===== config.mk =====
export PLATFORM = sky130hd
export DESIGN_NAME = sadc_top
export DESIGN_NICKNAME = d
export VERILOG_FILES = /design/src/sadc_pkg.sv /design/src/sadc_top.sv
export SDC_FILE = /design/constraint.sdc
export NUM_CORES = 1
export LEC_CHECK = 0
export BUFFER_PORTS_ARGS = -buffer_cell sky130_fd_sc_hd__buf_4
export CAP_MARGIN = 25
export CORE_ASPECT_RATIO = 0.7
export CORE_MARGIN = 5
export CORE_UTILIZATION = 54
export DETAILED_ROUTE_END_ITERATION = 16
export PLACE_DENSITY = 0.86
export REMOVE_ABC_BUFFERS = 1
export SLEW_MARGIN = 20
export SYNTH_ARGS = -nofsm -noshare
export SYNTH_HDL_FRONTEND = slang
export SYNTH_SLANG_ARGS = --single-unit

===== constraint.sdc =====
create_clock -name CLK -period 4 [get_ports CLK]
set_input_delay 0.8 -clock CLK [delete_from_list [all_inputs] [get_ports CLK]]
set_output_delay 0.8 -clock CLK [all_outputs]
set_load 0.01 [all_outputs]

===== src/sadc_pkg.sv =====
// What this block does
// [RULE1] A valid read address starts an analog-to-digital conversion.
// [RULE2] Conversion launches at the acknowledge clock fall, runs while the old result shifts.
// [RULE3] Trigger samples the selected channel, then resolves eight bits by successive approximation.
// [RULE4] Differential channels give a two's complement result.
// [RULE5] Each result waits in the conversion data register until sent.
// [RULE6] With auto-advance set, the next channel is selected after each conversion.
// [RULE7] First byte of a read is the result from the previous read.
// [RULE8] After reset the first byte read is 80 hex.
// [RULE9] One conversion per byte read; no free-running conversions.
// [RULE10] Internal oscillator clocks conversions and buffer refresh, visible on its pin.
// [RULE11] External clock select high tri-states the oscillator pin and uses its input.
// [RULE12] Master sends the address after start; last bit chooses direction.
// [RULE13] A write ends at stop or a repeated start.
// [RULE14] One bit per clock pulse; data stays stable while clock is high.
// [RULE15] Idle high; data fall with clock high is start, rise is stop.
// [RULE16] Master starts only on an idle bus.
// [RULE17] Every byte is followed by one acknowledge bit on an extra clock pulse.
// [RULE18] As receiver the device acknowledges every byte, address included.
// [RULE19] Master acknowledges read bytes and withholds it on the last one.
// [RULE20] Acknowledger holds data low through the acknowledge clock high phase.
// [RULE21] On a withheld acknowledge the transmitter releases the data line.
// [RULE22] Bus clock at most 100 kHz; spikes up to 100 ns are rejected.
// [RULE23] Second byte written is the control byte.
// [RULE24] Third byte written is the output converter data value.
// [RULE25] Nonexistent channel maps to highest valid; auto-advance then wraps to zero.
// [RULE26] Reset clears the control byte, disabling output converter and oscillator.
// [RULE27] Direction bit one means read, zero means write.
package sadc_pkg;
  localparam int CLK_PS = 5000;
  localparam int SPIKE_NS = 100;
  localparam int SPIKE_CYC = (SPIKE_NS * 1000 + CLK_PS - 1) / CLK_PS;
  localparam logic [4:0] SPIKE_LAST = 5'(SPIKE_CYC - 1);
  localparam logic [3:0] OSC_LAST = 4'hf;
  localparam logic [5:0] REFRESH_LAST = 6'h3f;
  // Fixed address part, value arbitrary
  localparam logic [3:0] ADDR_FIXED = 4'h5;
  localparam logic [7:0] ADC_RESET = 8'h80;
  localparam logic [7:0] CTRL_RESET = 8'h00;
  localparam logic [7:0] DAC_RESET = 8'h00;
  localparam int CTRL_AOE = 6;
  localparam int CTRL_AINC = 2;
  localparam logic [7:0] REG_CTRL = 8'h00;
  localparam logic [7:0] REG_DAC = 8'h04;
  localparam logic [7:0] REG_ADC = 8'h08;
  localparam logic [7:0] REG_STAT = 8'h0c;
  localparam logic [1:0] RESP_OKAY = 2'h0;
  localparam logic [1:0] RESP_SLVERR = 2'h2;

  typedef enum logic [2:0] {
    ST_IDLE = 3'b000,
    ST_ADDR = 3'b001,
    ST_ADDR_ACK = 3'b010,
    ST_WR = 3'b011,
    ST_WR_ACK = 3'b100,
    ST_RD = 3'b101,
    ST_RD_ACK = 3'b110,
    ST_WAIT = 3'b111
  } sadc_bus_e;

  typedef struct packed {
    logic awvalid;
    logic [31:0] awaddr;
    logic wvalid;
    logic [31:0] wdata;
    logic [3:0] wstrb;
    logic bready;
    logic arvalid;
    logic [31:0] araddr;
    logic rready;
  } sadc_axi_req_s;

  typedef struct packed {
    logic awready;
    logic wready;
    logic bvalid;
    logic [1:0] bresp;
    logic arready;
    logic rvalid;
    logic [31:0] rdata;
    logic [1:0] rresp;
  } sadc_axi_rsp_s;

  typedef struct packed {
    logic [7:0] dac_code;
    logic aout_en;
    logic hold;
    logic sample;
    logic [1:0] channel;
    logic diff;
    logic refresh;
  } sadc_ana_s;

  typedef struct packed {
    logic [7:0] s1;
    logic [7:0] s2;
    logic [1:0] flt;
    logic [1:0] flt_p;
    logic [1:0][4:0] fcnt;
    sadc_bus_e st;
    logic [3:0] bitcnt;
    logic [7:0] shift;
    logic [7:0] tx;
    logic rd;
    logic acked;
    logic wr_idx;
    logic sda_low;
    logic [7:0] ctrl;
    logic [7:0] dac;
    logic [7:0] adc;
    logic busy;
    logic [2:0] sbit;
    logic [7:0] trial;
    logic [1:0] cch;
    logic cdiff;
    logic [3:0] odiv;
    logic osc_lvl;
    logic osc_p;
    logic [5:0] rcnt;
    logic aw_have;
    logic [7:0] aw_a;
    logic w_have;
    logic [7:0] w_d;
    logic w_s;
    logic bvalid;
    logic [1:0] bresp;
    logic rvalid;
    logic [31:0] rdata;
    logic [1:0] rresp;
    sadc_ana_s ana;
  } sadc_state_s;
endpackage


===== src/sadc_top.sv =====
`timescale 1ns/1ps
module sadc_top (
  input wire logic CLK,
  input wire logic RST,
  input wire logic [2:0] ADDR_PINS,
  input wire logic SCL,
  input wire logic SDA_IN,
  output logic SDA_OUT,
  output logic SDA_OE_N,
  input wire logic OSCILLATOR_PIN_IN,
  output logic OSCILLATOR_PIN_OUT,
  output logic OSCILLATOR_PIN_OE_N,
  input wire logic EXTERNAL_CLOCK_SELECT,
  input wire logic COMPARATOR,
  output sadc_pkg::sadc_ana_s ANALOG,
  input wire sadc_pkg::sadc_axi_req_s S_AXI_REQ,
  output sadc_pkg::sadc_axi_rsp_s S_AXI_RSP
);
  import sadc_pkg::*;

  sadc_state_s q;
  sadc_state_s n;
  logic [7:0] raw;
  logic scl;
  logic scl_rise;
  logic scl_fall;
  logic start;
  logic stop;
  logic osc_run;
  logic itick;
  logic tick;
  logic keep;
  logic [7:0] sar_res;
  logic sar_done;
  logic trig;
  logic [1:0] next_ch;
  logic ctrl_wr;
  logic awready;
  logic wready;
  logic arready;

  // ***************************************************
  // Channel decoding
  // ***************************************************
  function automatic logic [1:0] ch_max(input logic [7:0] c);
    case (c[5:4])
      2'h0: return 2'h3;
      2'h3: return 2'h1;
      default: return 2'h2;
    endcase
  endfunction

  function automatic logic [1:0] eff_ch(input logic [7:0] c);
    return (c[1:0] > ch_max(c)) ? ch_max(c) : c[1:0]; // [RULE25]
  endfunction

  function automatic logic is_diff(input logic [7:0] c);
    return (c[5:4] == 2'h1) || (c[5:4] == 2'h3) || (c[5:4] == 2'h2 && eff_ch(c) == 2'h2);
  endfunction

  // ***************************************************
  // Line events
  // ***************************************************
  assign raw = {ADDR_PINS, COMPARATOR, EXTERNAL_CLOCK_SELECT, OSCILLATOR_PIN_IN, SDA_IN, SCL};
  assign scl = q.flt[0];
  assign scl_rise = q.flt[0] & ~q.flt_p[0];
  assign scl_fall = ~q.flt[0] & q.flt_p[0];
  assign start = q.flt[0] & q.flt_p[0] & q.flt_p[1] & ~q.flt[1]; // [RULE15]
  assign stop = q.flt[0] & q.flt_p[0] & ~q.flt_p[1] & q.flt[1]; // [RULE15]
  assign trig = scl_fall & ((q.st == ST_ADDR_ACK & q.rd) | (q.st == ST_RD_ACK & q.acked));

  // Oscillator only runs when something needs it, to save power
  assign osc_run = q.busy | q.ctrl[CTRL_AOE]; // [RULE26]
  assign itick = osc_run & (q.odiv == OSC_LAST);
  assign tick = q.s2[3] ? (q.s2[2] & ~q.osc_p) : itick; // [RULE11]

  assign keep = q.s2[4];
  assign sar_res = keep ? q.trial : (q.trial & ~(8'h01 << q.sbit));
  assign sar_done = q.busy & tick & (q.sbit == 3'h0) & ~trig;
  assign next_ch = (q.cch == ch_max(q.ctrl)) ? 2'h0 : q.cch + 2'h1;
  assign ctrl_wr = (q.st == ST_WR & scl_fall & q.bitcnt == 4'h8 & ~q.wr_idx)
    | (q.aw_have & q.w_have & ~q.bvalid & q.aw_a == REG_CTRL & q.w_s);

  assign awready = ~q.aw_have & ~q.bvalid;
  assign wready = ~q.w_have & ~q.bvalid;
  assign arready = ~q.rvalid;

  // ***************************************************
  // Next state
  // ***************************************************
  always_comb
  begin
    n = q;
    n.s1 = raw;
    n.s2 = q.s1;
    n.flt_p = q.flt;
    n.ana.sample = 1'b0;
    n.ana.refresh = 1'b0;
    for (int i = 0; i < 2; i++)
    begin
      // Spike filter: a level must persist before it is believed
      if (q.s2[i] == q.flt[i])
        n.fcnt[i] = 5'h00;
      else if (q.fcnt[i] == SPIKE_LAST)
      begin
        n.flt[i] = q.s2[i]; // [RULE22]
        n.fcnt[i] = 5'h00;
      end
      else
        n.fcnt[i] = q.fcnt[i] + 5'h01;
    end

    case (q.st)
      ST_IDLE:
      begin
      end
      ST_ADDR, ST_WR:
      begin
        if (scl_rise)
        begin
          n.shift = {q.shift[6:0], q.flt[1]}; // [RULE14]
          n.bitcnt = q.bitcnt + 4'h1;
        end
        else if (scl_fall && q.bitcnt == 4'h8)
        begin
          n.bitcnt = 4'h0;
          if (q.st == ST_WR)
          begin
            if (!q.wr_idx)
              n.ctrl = q.shift; // [RULE23]
            else
              n.dac = q.shift; // [RULE24]
            n.wr_idx = 1'b1;
            n.st = ST_WR_ACK;
            n.sda_low = 1'b1; // [RULE18]
          end
          else if (q.shift[7:1] == {ADDR_FIXED, q.s2[7:5]}) // [RULE12]
          begin
            n.rd = q.shift[0]; // [RULE27]
            n.st = ST_ADDR_ACK;
            n.sda_low = 1'b1; // [RULE18]
          end
          else
            n.st = ST_WAIT;
        end
      end
      ST_ADDR_ACK, ST_WR_ACK:
      begin
        if (scl_fall)
        begin
          n.sda_low = 1'b0; // [RULE20]
          n.wr_idx = (q.st == ST_WR_ACK);
          n.st = ST_WR;
          if (q.st == ST_ADDR_ACK && q.rd)
          begin
            n.tx = q.adc; // [RULE7]
            n.sda_low = ~q.adc[7];
            n.st = ST_RD;
          end
        end
      end
      ST_RD:
      begin
        if (scl_rise)
          n.bitcnt = q.bitcnt + 4'h1;
        else if (scl_fall)
        begin
          if (q.bitcnt == 4'h8)
          begin
            n.sda_low = 1'b0;
            n.bitcnt = 4'h0;
            n.st = ST_RD_ACK; // [RULE17]
          end
          else
          begin
            n.tx = {q.tx[6:0], 1'b0};
            n.sda_low = ~q.tx[6];
          end
        end
      end
      ST_RD_ACK:
      begin
        if (scl_rise)
          n.acked = ~q.flt[1]; // [RULE19]
        else if (scl_fall)
        begin
          if (q.acked)
          begin
            n.tx = q.adc;
            n.sda_low = ~q.adc[7];
            n.st = ST_RD;
          end
          else
            n.st = ST_WAIT; // [RULE21]
        end
      end
      ST_WAIT:
      begin
      end
      default:
        n.st = ST_IDLE;
    endcase

    if (start)
    begin
      n.st = ST_ADDR;
      n.bitcnt = 4'h0;
      n.sda_low = 1'b0;
    end
    else if (stop)
    begin
      n.st = ST_IDLE; // [RULE13]
      n.sda_low = 1'b0;
    end

    // ***************************************************
    // Successive approximation
    // ***************************************************
    if (q.busy && tick)
    begin
      // First tick only settles: the comparator path lags the trial code by three cycles
      if (q.trial == 8'h00)
        n.trial = 8'h80; // [RULE3]
      else if (sar_done)
      begin
        n.busy = 1'b0;
        n.adc = q.cdiff ? (sar_res ^ 8'h80) : sar_res; // [RULE4]
        if (q.ctrl[CTRL_AINC])
          n.ctrl[1:0] = next_ch; // [RULE6]
      end
      else
      begin
        n.trial = sar_res | (8'h01 << (q.sbit - 3'h1)); // [RULE3]
        n.sbit = q.sbit - 3'h1;
      end
    end
    // A late trigger restarts an unfinished conversion
    if (trig)
    begin
      n.busy = 1'b1; // [RULE1]
      n.sbit = 3'h7;
      n.trial = 8'h00;
      n.cch = eff_ch(q.ctrl);
      n.cdiff = is_diff(q.ctrl);
      n.ana.sample = 1'b1; // [RULE2]
    end

    // ***************************************************
    // Oscillator and buffer refresh
    // ***************************************************
    n.osc_p = q.s2[2];
    if (osc_run)
      n.odiv = itick ? 4'h0 : q.odiv + 4'h1;
    if (itick)
      n.osc_lvl = ~q.osc_lvl; // [RULE10]
    if (q.ctrl[CTRL_AOE] && tick)
    begin
      n.rcnt = q.rcnt + 6'h01;
      n.ana.refresh = (q.rcnt == REFRESH_LAST); // [RULE10]
    end

    // ***************************************************
    // Register slave
    // ***************************************************
    if (S_AXI_REQ.awvalid && awready)
    begin
      n.aw_have = 1'b1;
      n.aw_a = S_AXI_REQ.awaddr[7:0];
    end
    if (S_AXI_REQ.wvalid && wready)
    begin
      n.w_have = 1'b1;
      n.w_d = S_AXI_REQ.wdata[7:0];
      n.w_s = S_AXI_REQ.wstrb[0];
    end
    if (q.aw_have && q.w_have && !q.bvalid)
    begin
      n.aw_have = 1'b0;
      n.w_have = 1'b0;
      n.bvalid = 1'b1;
      n.bresp = RESP_OKAY;
      case (q.aw_a)
        REG_CTRL: if (q.w_s) n.ctrl = q.w_d;
        REG_DAC: if (q.w_s) n.dac = q.w_d;
        REG_ADC, REG_STAT:
        begin
        end
        default: n.bresp = RESP_SLVERR;
      endcase
    end
    else if (q.bvalid && S_AXI_REQ.bready)
      n.bvalid = 1'b0;

    if (S_AXI_REQ.arvalid && arready)
    begin
      n.rvalid = 1'b1;
      n.rresp = RESP_OKAY;
      case (S_AXI_REQ.araddr[7:0])
        REG_CTRL: n.rdata = {24'h0, q.ctrl};
        REG_DAC: n.rdata = {24'h0, q.dac};
        REG_ADC: n.rdata = {24'h0, q.adc};
        REG_STAT: n.rdata = {28'h0, q.s2[3], q.busy, eff_ch(q.ctrl)};
        default:
        begin
          n.rdata = 32'h0;
          n.rresp = RESP_SLVERR;
        end
      endcase
    end
    else if (q.rvalid && S_AXI_REQ.rready)
      n.rvalid = 1'b0;

    n.ana.dac_code = n.busy ? n.trial : n.dac;
    n.ana.aout_en = n.ctrl[CTRL_AOE]; // [RULE26]
    n.ana.hold = n.busy;
    n.ana.channel = n.busy ? n.cch : eff_ch(n.ctrl);
    n.ana.diff = n.busy ? n.cdiff : is_diff(n.ctrl);
  end

  always_ff @(posedge CLK)
  begin
    if (RST)
    begin
      q <= '0;
      q.flt <= 2'h3;
      q.flt_p <= 2'h3;
      q.st <= ST_IDLE;
      q.ctrl <= CTRL_RESET; // [RULE26]
      q.dac <= DAC_RESET;
      q.adc <= ADC_RESET; // [RULE8]
    end
    else
      q <= n;
  end

  // Open drain: only ever pull low
  assign SDA_OUT = 1'b0;
  assign SDA_OE_N = ~q.sda_low;
  assign OSCILLATOR_PIN_OUT = q.osc_lvl;
  assign OSCILLATOR_PIN_OE_N = q.s2[3]; // [RULE11]
  assign ANALOG = q.ana;
  assign S_AXI_RSP = '{awready: awready, wready: wready, bvalid: q.bvalid, bresp: q.bresp,
    arready: arready, rvalid: q.rvalid, rdata: q.rdata, rresp: q.rresp};
endmodule


==> flow_summary.yaml, run 1 <==
layout:
  fill_cells: 1157
  layout-drive-gt1-share: 0.1513
  fin_cells: 1089
  syn2layout_area_growth_pct: 13.18
  antenna_cells: 0
  nNetsFinal: 1029
setup_path:
  reg2reg_from: "n[160]"
  crit_type: "reg2reg"
  timing.critical_path.from: "n[160]"
  cpMaxStageDelayCell: "dfxtp_1"
  cp_data_arrival_time_ns: 3.95
  worst_r2r_path_depth: 13
  end_kind: "register"
  crit_path_max_incr_delay_ns: 0.39
  start_kind: "register"
  r2r_slack_ns: 0.36
  crit_path_end: "ANALOG[2]"
  crit_chain: "inv_1 > ha_1 > and3b_1 > a221oi_4 > nand3_1 > o211a_1 > or3_1 > ha_1 > inv_1 > o22ai_1 > nor3b_1 > nor2_1 > a32o_1"
  reg2reg_to: "ANALOG[2]"
  crit_required_ns: 4.31
  cp_max_fo: 8
place:
  gp_congestion: 0.9314
  portBuffers: 72
  dp_cells: 1059
  dpl.hpwl_mm: 12.94
detailed_routing:
  via_per_inst: 5.696
  drc: 0
  ant_nets: 0
  num_vias: 6203
  avgRoutedWirePerCell_um: 16.74
  drtIter0Drc: 693
  totalWireLength_mm: 18.23
  firstDrtPassIters: 7
timing:
  holdWs_ns: 0.4408
  tightest_slew_ns: 0.8445
  post-route-period-util: 0.9093
  finalMaxSlewViolations: 0
  min_period_ns: 3.637
  final-setup-viol-count: 0
  slew_headroom: 0.4323
  tns_ns: 0
  hold_viol: 0
  rsz0062_at_grt: "no"
  max_freq_mhz: 274.9
  skew_ns: 0.007421
power_and_ir_drop:
  ir_worst_vdd_v: 0.0002880
  p_leak_nw: 3.497
  power_density_nw_per_um2: 406.0
die:
  num_rows: 36
  fp.dieW_um: 150.8
  die_area_um2: 16360
  ios: 175
  dieHeight_um: 108.5
  start_util: 0.5451
  coreArea_um2: 13740
synth:
  ys_seq_elements: 151
  synth_area_per_cell_um2: 8.748
  synth-seq-area-share: 0.4037
  synth_warnings: 0
  synthFlopType: "dfxtp_1"
  ys_types: 72
  syn_inst: 856
  async_reset_ff_frac: 0
  syn_area_um2: 7488
  synth_edf_count: 0
worst_hold_path:
  hp-start: "n[164]"
  worstHoldPathType: "reg2reg"
clock_network:
  htree_levels: 4
  cts_setup_buffers: 0
  cts_resized: 0
  path_clk_slew_ns: 0.06
  hold_buffers: 0
  cts_buffers: 17
  clkLatencyLatePin_ns: 0.42
  cts_num_sinks: 151
  clockRootBuffer: "clkbuf_16"
  cts_buffer_depth: 2
  cts_tree: "built"
global_route:
  gr-usage-all-layers: 0.2246
  grt_max_degree: 71
  grt_overflow_total: 0
  grt_pass1_vias: 5724
  grt_pass1_wl_mm: 28.94
  antenna_found_initial: 0
run_status:
  status: "complete, no violations"
flow_run:
  drv_cap: 0
-- cell usage after synthesis, types with 7 or more instances --
cell type,number,share of area
a32oi_1,7,0.0082
nand3_1,28,0.019
xnor2_1,9,0.011
inv_1,29,0.015
a21oi_1,64,0.043
o21ai_0,31,0.021
clkbuf_1,24,0.012
buf_4,58,0.058
nor2b_1,25,0.021
nand2_1,93,0.047
nor2_1,85,0.043
dfxtp_1,151,0.40
nor3_1,10,0.0067
o22ai_1,10,0.0084
a22oi_1,7,0.0070
a211oi_1,13,0.013
mux2_2,7,0.011
xor2_1,14,0.016
o211ai_1,7,0.0070
ha_1,26,0.043
and2_1,7,0.0058
or3_1,10,0.0084
mux2i_1,37,0.049
buf_2,8,0.0053
-- report_power, final --
group / switching (W) / internal (W)
Sequential: 0.0000218 / 0.00153
Clock: 0.000623 / 0.00110
Combinational: 0.0000939 / 0.0000640
Total: 0.000739 / 0.00270
-- cells by family (layout without fill, tap and decap cells) --
family,after synthesis,after routing,share of synthesized area
XOR/XNOR,23,23,0.02690
AO/OA/AOI/OAI,175,175,0.1534
adder cells (fa/ha/maj),26,26,0.04344
buffers and inverters,123,140,0.09307
other,1,27,0.0005008
flip-flops,151,151,0.4037
multiplexers,50,50,0.07552
AND/OR/NAND/NOR,307,307,0.2035
-- final cells by class --
class / count / area (µm²) / area share
clock inverters: 11 / 197.7 / 0.02332
inverters: 29 / 108.9 / 0.01284
flip-flops and latches: 151 / 3023 / 0.3567
clock buffers: 19 / 432.9 / 0.05108
well taps: 190 / 237.7 / 0.02805
repair buffers: 81 / 608.1 / 0.07174
multi-input cells: 608 / 3867 / 0.4563
-- layer usage --
layer	routed length [µm]	GRT usage	part of all wire
met1	8216	0.3228	0.45
met3	1886	0.06703	0.10
met5	0	0	0
met4	263	0.06856	0.014
met2	7860	0.3244	0.43
-- worst max-delay path: cells and delay by family, from the launching register on --
| family | cells | cell delay [ns] |
|---|---|---|
| AND/OR/NAND/NOR | 5 | 1.31 |
| AO/OA/AOI/OAI | 4 | 1.12 |
| adder cells (fa/ha/maj) | 2 | 0.57 |
| flip-flops | 1 | 0.39 |
| buffers and inverters | 2 | 0.13 |
-- sequential cells by signal, summed over array words and instances, names as in the netlist --
| register | cells |
|---|---|
| S_AXI_RSP | 12 |
| ANALOG | 14 |
| n | 11 |
| keep | 1 |
| q | 111 |
| OSCILLATOR_PIN_OE_N | 1 |
| OSCILLATOR_PIN_OUT | 1 |
-- stage by stage --
stage / setup WS [ns] / cell area, µm² / total power, W / util
6_report: 0.3629 / 8476 / 0.003441 / 0.6169
5_1_grt: 0.08569 / 8476 / 0.003544 / 0.6169
4_1_cts: 0.2879 / 8474 / 0.003459 / 0.6168
3_5_place_dp: 0.3193 / 7844 / 0.001744 / 0.5709
3_3_place_gp: 0.3979 / 7844 / 0.001738 / 0.5709
2_1_floorplan: 0.7148 / 6998 / 0.001660 / -
-- worst min path at each step --
stage,cells after the start,to,slack [ns]
final,1,q[164],0.44
after global routing,1,q[164],0.47
after CTS,1,q[164],0.45
after detailed placement,1,q[164],0.43
after global placement,1,q[164],0.42
after floorplan,1,OSCILLATOR_PIN_OE_N,0.41
-- cell usage in the layout, fill, tap and decap left out, types with 9 or more instances in the layout --
| cell | n |
|---|---|
| dfxtp_1 | 151 |
| nand2_1 | 93 |
| nor2_1 | 85 |
| buf_4 | 81 |
| a21oi_1 | 64 |
| mux2i_1 | 37 |
| o21ai_0 | 31 |
| inv_1 | 29 |
| nand3_1 | 28 |
| conb_1 | 27 |
| ha_1 | 26 |
| nor2b_1 | 25 |
| clkbuf_16 | 17 |
| xor2_1 | 14 |
| a211oi_1 | 13 |
| o22ai_1 | 10 |
| or3_1 | 10 |
| nor3_1 | 10 |
| xnor2_1 | 9 |
Power figures use the tool's default switching activity.
==> run 2, diff against run 1 <==
--- a/config.mk
+++ b/config.mk
@@ -13,2 +13,3 @@
 export DETAILED_ROUTE_END_ITERATION = 16
+export GPL_TIMING_DRIVEN = 0
 export PLACE_DENSITY = 0.86
==> constraint.sdc (replaced) <==
create_clock -name CLK -period 4 [get_ports CLK]
set_input_delay 0 -clock CLK [delete_from_list [all_inputs] [get_ports CLK]]
set_output_delay 0 -clock CLK [all_outputs]
set_load 0.01 [all_outputs]
==> run 2 against run 1 <==
Compared with the run above:
- global-route usage fell by 0.51 points
- routed wire length fell by 2.6%
- critical endpoint unchanged
- utilization rose by 2.3 points
==> flow_summary.yaml, run 2 (synthesis gave the netlist of run 1 again) <==
clock_network:
  cts_num_sinks: 151
  cts_tree: "built"
  cts_buffers: 17
  clockRootBuffer: "clkbuf_16"
  path_clk_slew_ns: 0.06
  cts_setup_buffers: 0
  cts_buffer_depth: 2
  htree_levels: 4
  clkLatencyLatePin_ns: 0.42
timing:
  hold_viol: 0
  rsz0062_at_grt: "no"
  final-setup-viol-count: 0
  max_freq_mhz: 263.1
  skew_ns: 0.01064
  finalMaxSlewViolations: 0
  tns_ns: 0
  slew_headroom: 0.4426
  min_period_ns: 3.801
  post-route-period-util: 0.9503
  tightest_slew_ns: 0.8345
detailed_routing:
  firstDrtPassIters: 5
  drtIter0Drc: 584
  totalWireLength_mm: 17.75
  via_per_inst: 5.551
  ant_nets: 0
  drc: 0
  num_vias: 6195
  avgRoutedWirePerCell_um: 15.91
layout:
  layout_common_cells: "151 x dfxtp_1, 93 x nand2_1, 85 x nor2_1, 72 x buf_4, 63 x a21oi_1"
  final_common_cell: "dfxtp_1"
  largest_register: "q"
  syn2layout_area_growth_pct: 17.34
  fill_cells: 1076
  layout-drive-gt1-share: 0.1436
  finish.instance_area_um2: 8787
  nNetsFinal: 1054
  antenna_cells: 0
  largest_register_ff_count: 111
power_and_ir_drop:
  p_switching_w: 0.0007764
  combPwrFrac: 0.053
  switching_share: 0.2228
  seq_power_share: 0.446
  p_leak_nw: 3.608
  p_clk_frac: 0.501
  power_density_nw_per_um2: 396.6
  ir_worst_vdd_v: 0.0002641
  p_int_w: 0.002709
worst_hold_path:
  hold_depth: 2
  hp-start: "RST"
  worstHoldPathType: "in2reg"
  hold_path_end: "q[76]"
setup_path:
  worst_r2r_path_depth: 10
  critPathBufInv: 0
  crit_required_ns: 4.31
  end_kind: "register"
  reg2reg_to: "ANALOG[2]"
  crit_type: "reg2reg"
  reg2reg_from: "q[149]"
  crit_chain: "mux2_4 > a221oi_4 > nand3_1 > mux2i_1 > o21ai_0 > ha_1 > o22ai_1 > nor3b_1 > nor2_1 > a32o_1"
  start_kind: "register"
  cp_data_arrival_time_ns: 4.11
  r2r_slack_ns: 0.20
  crit_family: "compound AO/OA/AOI/OAI gates"
  cpMaxStageDelayCell: "dfxtp_1"
  cp_max_fo: 19
  crit_path_max_incr_delay_ns: 0.77
global_route:
  grt_overflow_total: 0
  grt_max_degree: 76
  grt_pass1_wl_mm: 28.52
  grt_pass1_vias: 5681
  gr-usage-all-layers: 0.2195
  antenna_found_initial: 0
die:
  dieHeight_um: 108.5
  fp.dieW_um: 150.8
  die_area_um2: 16360
  start_util: 0.5451
  ios: 175
  coreArea_um2: 13740
  num_rows: 36
place:
  gp_congestion: 0.9095
  portBuffers: 72
  dpl.hpwl_mm: 12.38
  place_area_um2: 7804
run_status:
  status: "complete, no violations"
flow_run:
  drv_cap: 0
[run 2: changes by cell type in the layout (fill, tap and decap cells not counted), moves of 2 or more]
cell / change
dlygate4sd3_1: +33
clkbuf_8: +2
buf_4: -9
clkinvlp_4: +2
[run 2: worst max-delay path by stage]
| stage | start | endpoint | slack (ns) | cells past startpoint |
|---|---|---|---|---|
| 5_1_grt | q[149] | ANALOG[2] | 0.01 | 10 |
| 6_report | q[149] | ANALOG[2] | 0.20 | 10 |
| 4_1_cts | q[80] | ANALOG[2] | 0.1 | 11 |
| 3_3_place_gp | q[147] | ANALOG[2] | 0.14 | 10 |
| 3_5_place_dp | q[80] | ANALOG[2] | 0.09 | 11 |
| 2_1_floorplan | q[147] | ANALOG[2] | 0.71 | 10 |
[run 2: metal layers]
layer  global-route usage  vias up  share of wire
met5                    0        -              0
met4              0.05433        0         0.0096
met3              0.05949       21           0.10
met2               0.3171      252           0.42
met1               0.3244     2887           0.47
li1                     -     3035              -
[run 2: power groups by stage]
stage,clock (W),sequential [W],combinational (W)
floorplan,0,0.00158,0.0000774
global placement,0,0.00159,0.000150
detailed placement,0,0.00159,0.000157
CTS,0.00176,0.00155,0.000183
global route,0.00182,0.00156,0.000205
finish,0.00175,0.00155,0.000185
[run 2: timing repair]
action / CTS / global route
resized for setup: 0 / 3
hold endpoints to repair: 33 / 0
setup endpoints to repair: 0 / 2
hold buffers: 33 / 0
[run 2: through the flow]
stage	hold WS (ns)	std cells	power, W	worst slack (ns)	util
after global placement	0.1892	1050	0.001737	0.1415	0.5660
after CTS	0.006679	1116	0.003496	0.09610	0.6391
after global routing	0.02463	1116	0.003582	0.01454	0.6396
final	0.007080	1116	0.003485	0.1987	0.6396
after detailed placement	0.1924	1051	0.001744	0.08803	0.5680
after floorplan	0.06907	788	0.001660	0.7148	-
[run 2: area by class of cell]
type	count	area (µm²)	share of cell area
clock buffers	20	456.7	0.05197
clock inverters	12	188.9	0.02150
inverters	29	108.9	0.01239
multi-input cells	608	3874	0.4408
flip-flops and latches	151	3023	0.3440
well taps	190	237.7	0.02705
repair buffers	106	898.4	0.1022
[run 2: worst register-to-register path, delay by kind of cell (launching register included)]
family | cells | cell delay (ns)
muxes | 2 | 0.59
AOI/OAI and AO/OA | 4 | 1.38
and+or+nand+nor | 3 | 0.63
adders and majority gates | 1 | 0.33
DFF | 1 | 0.77
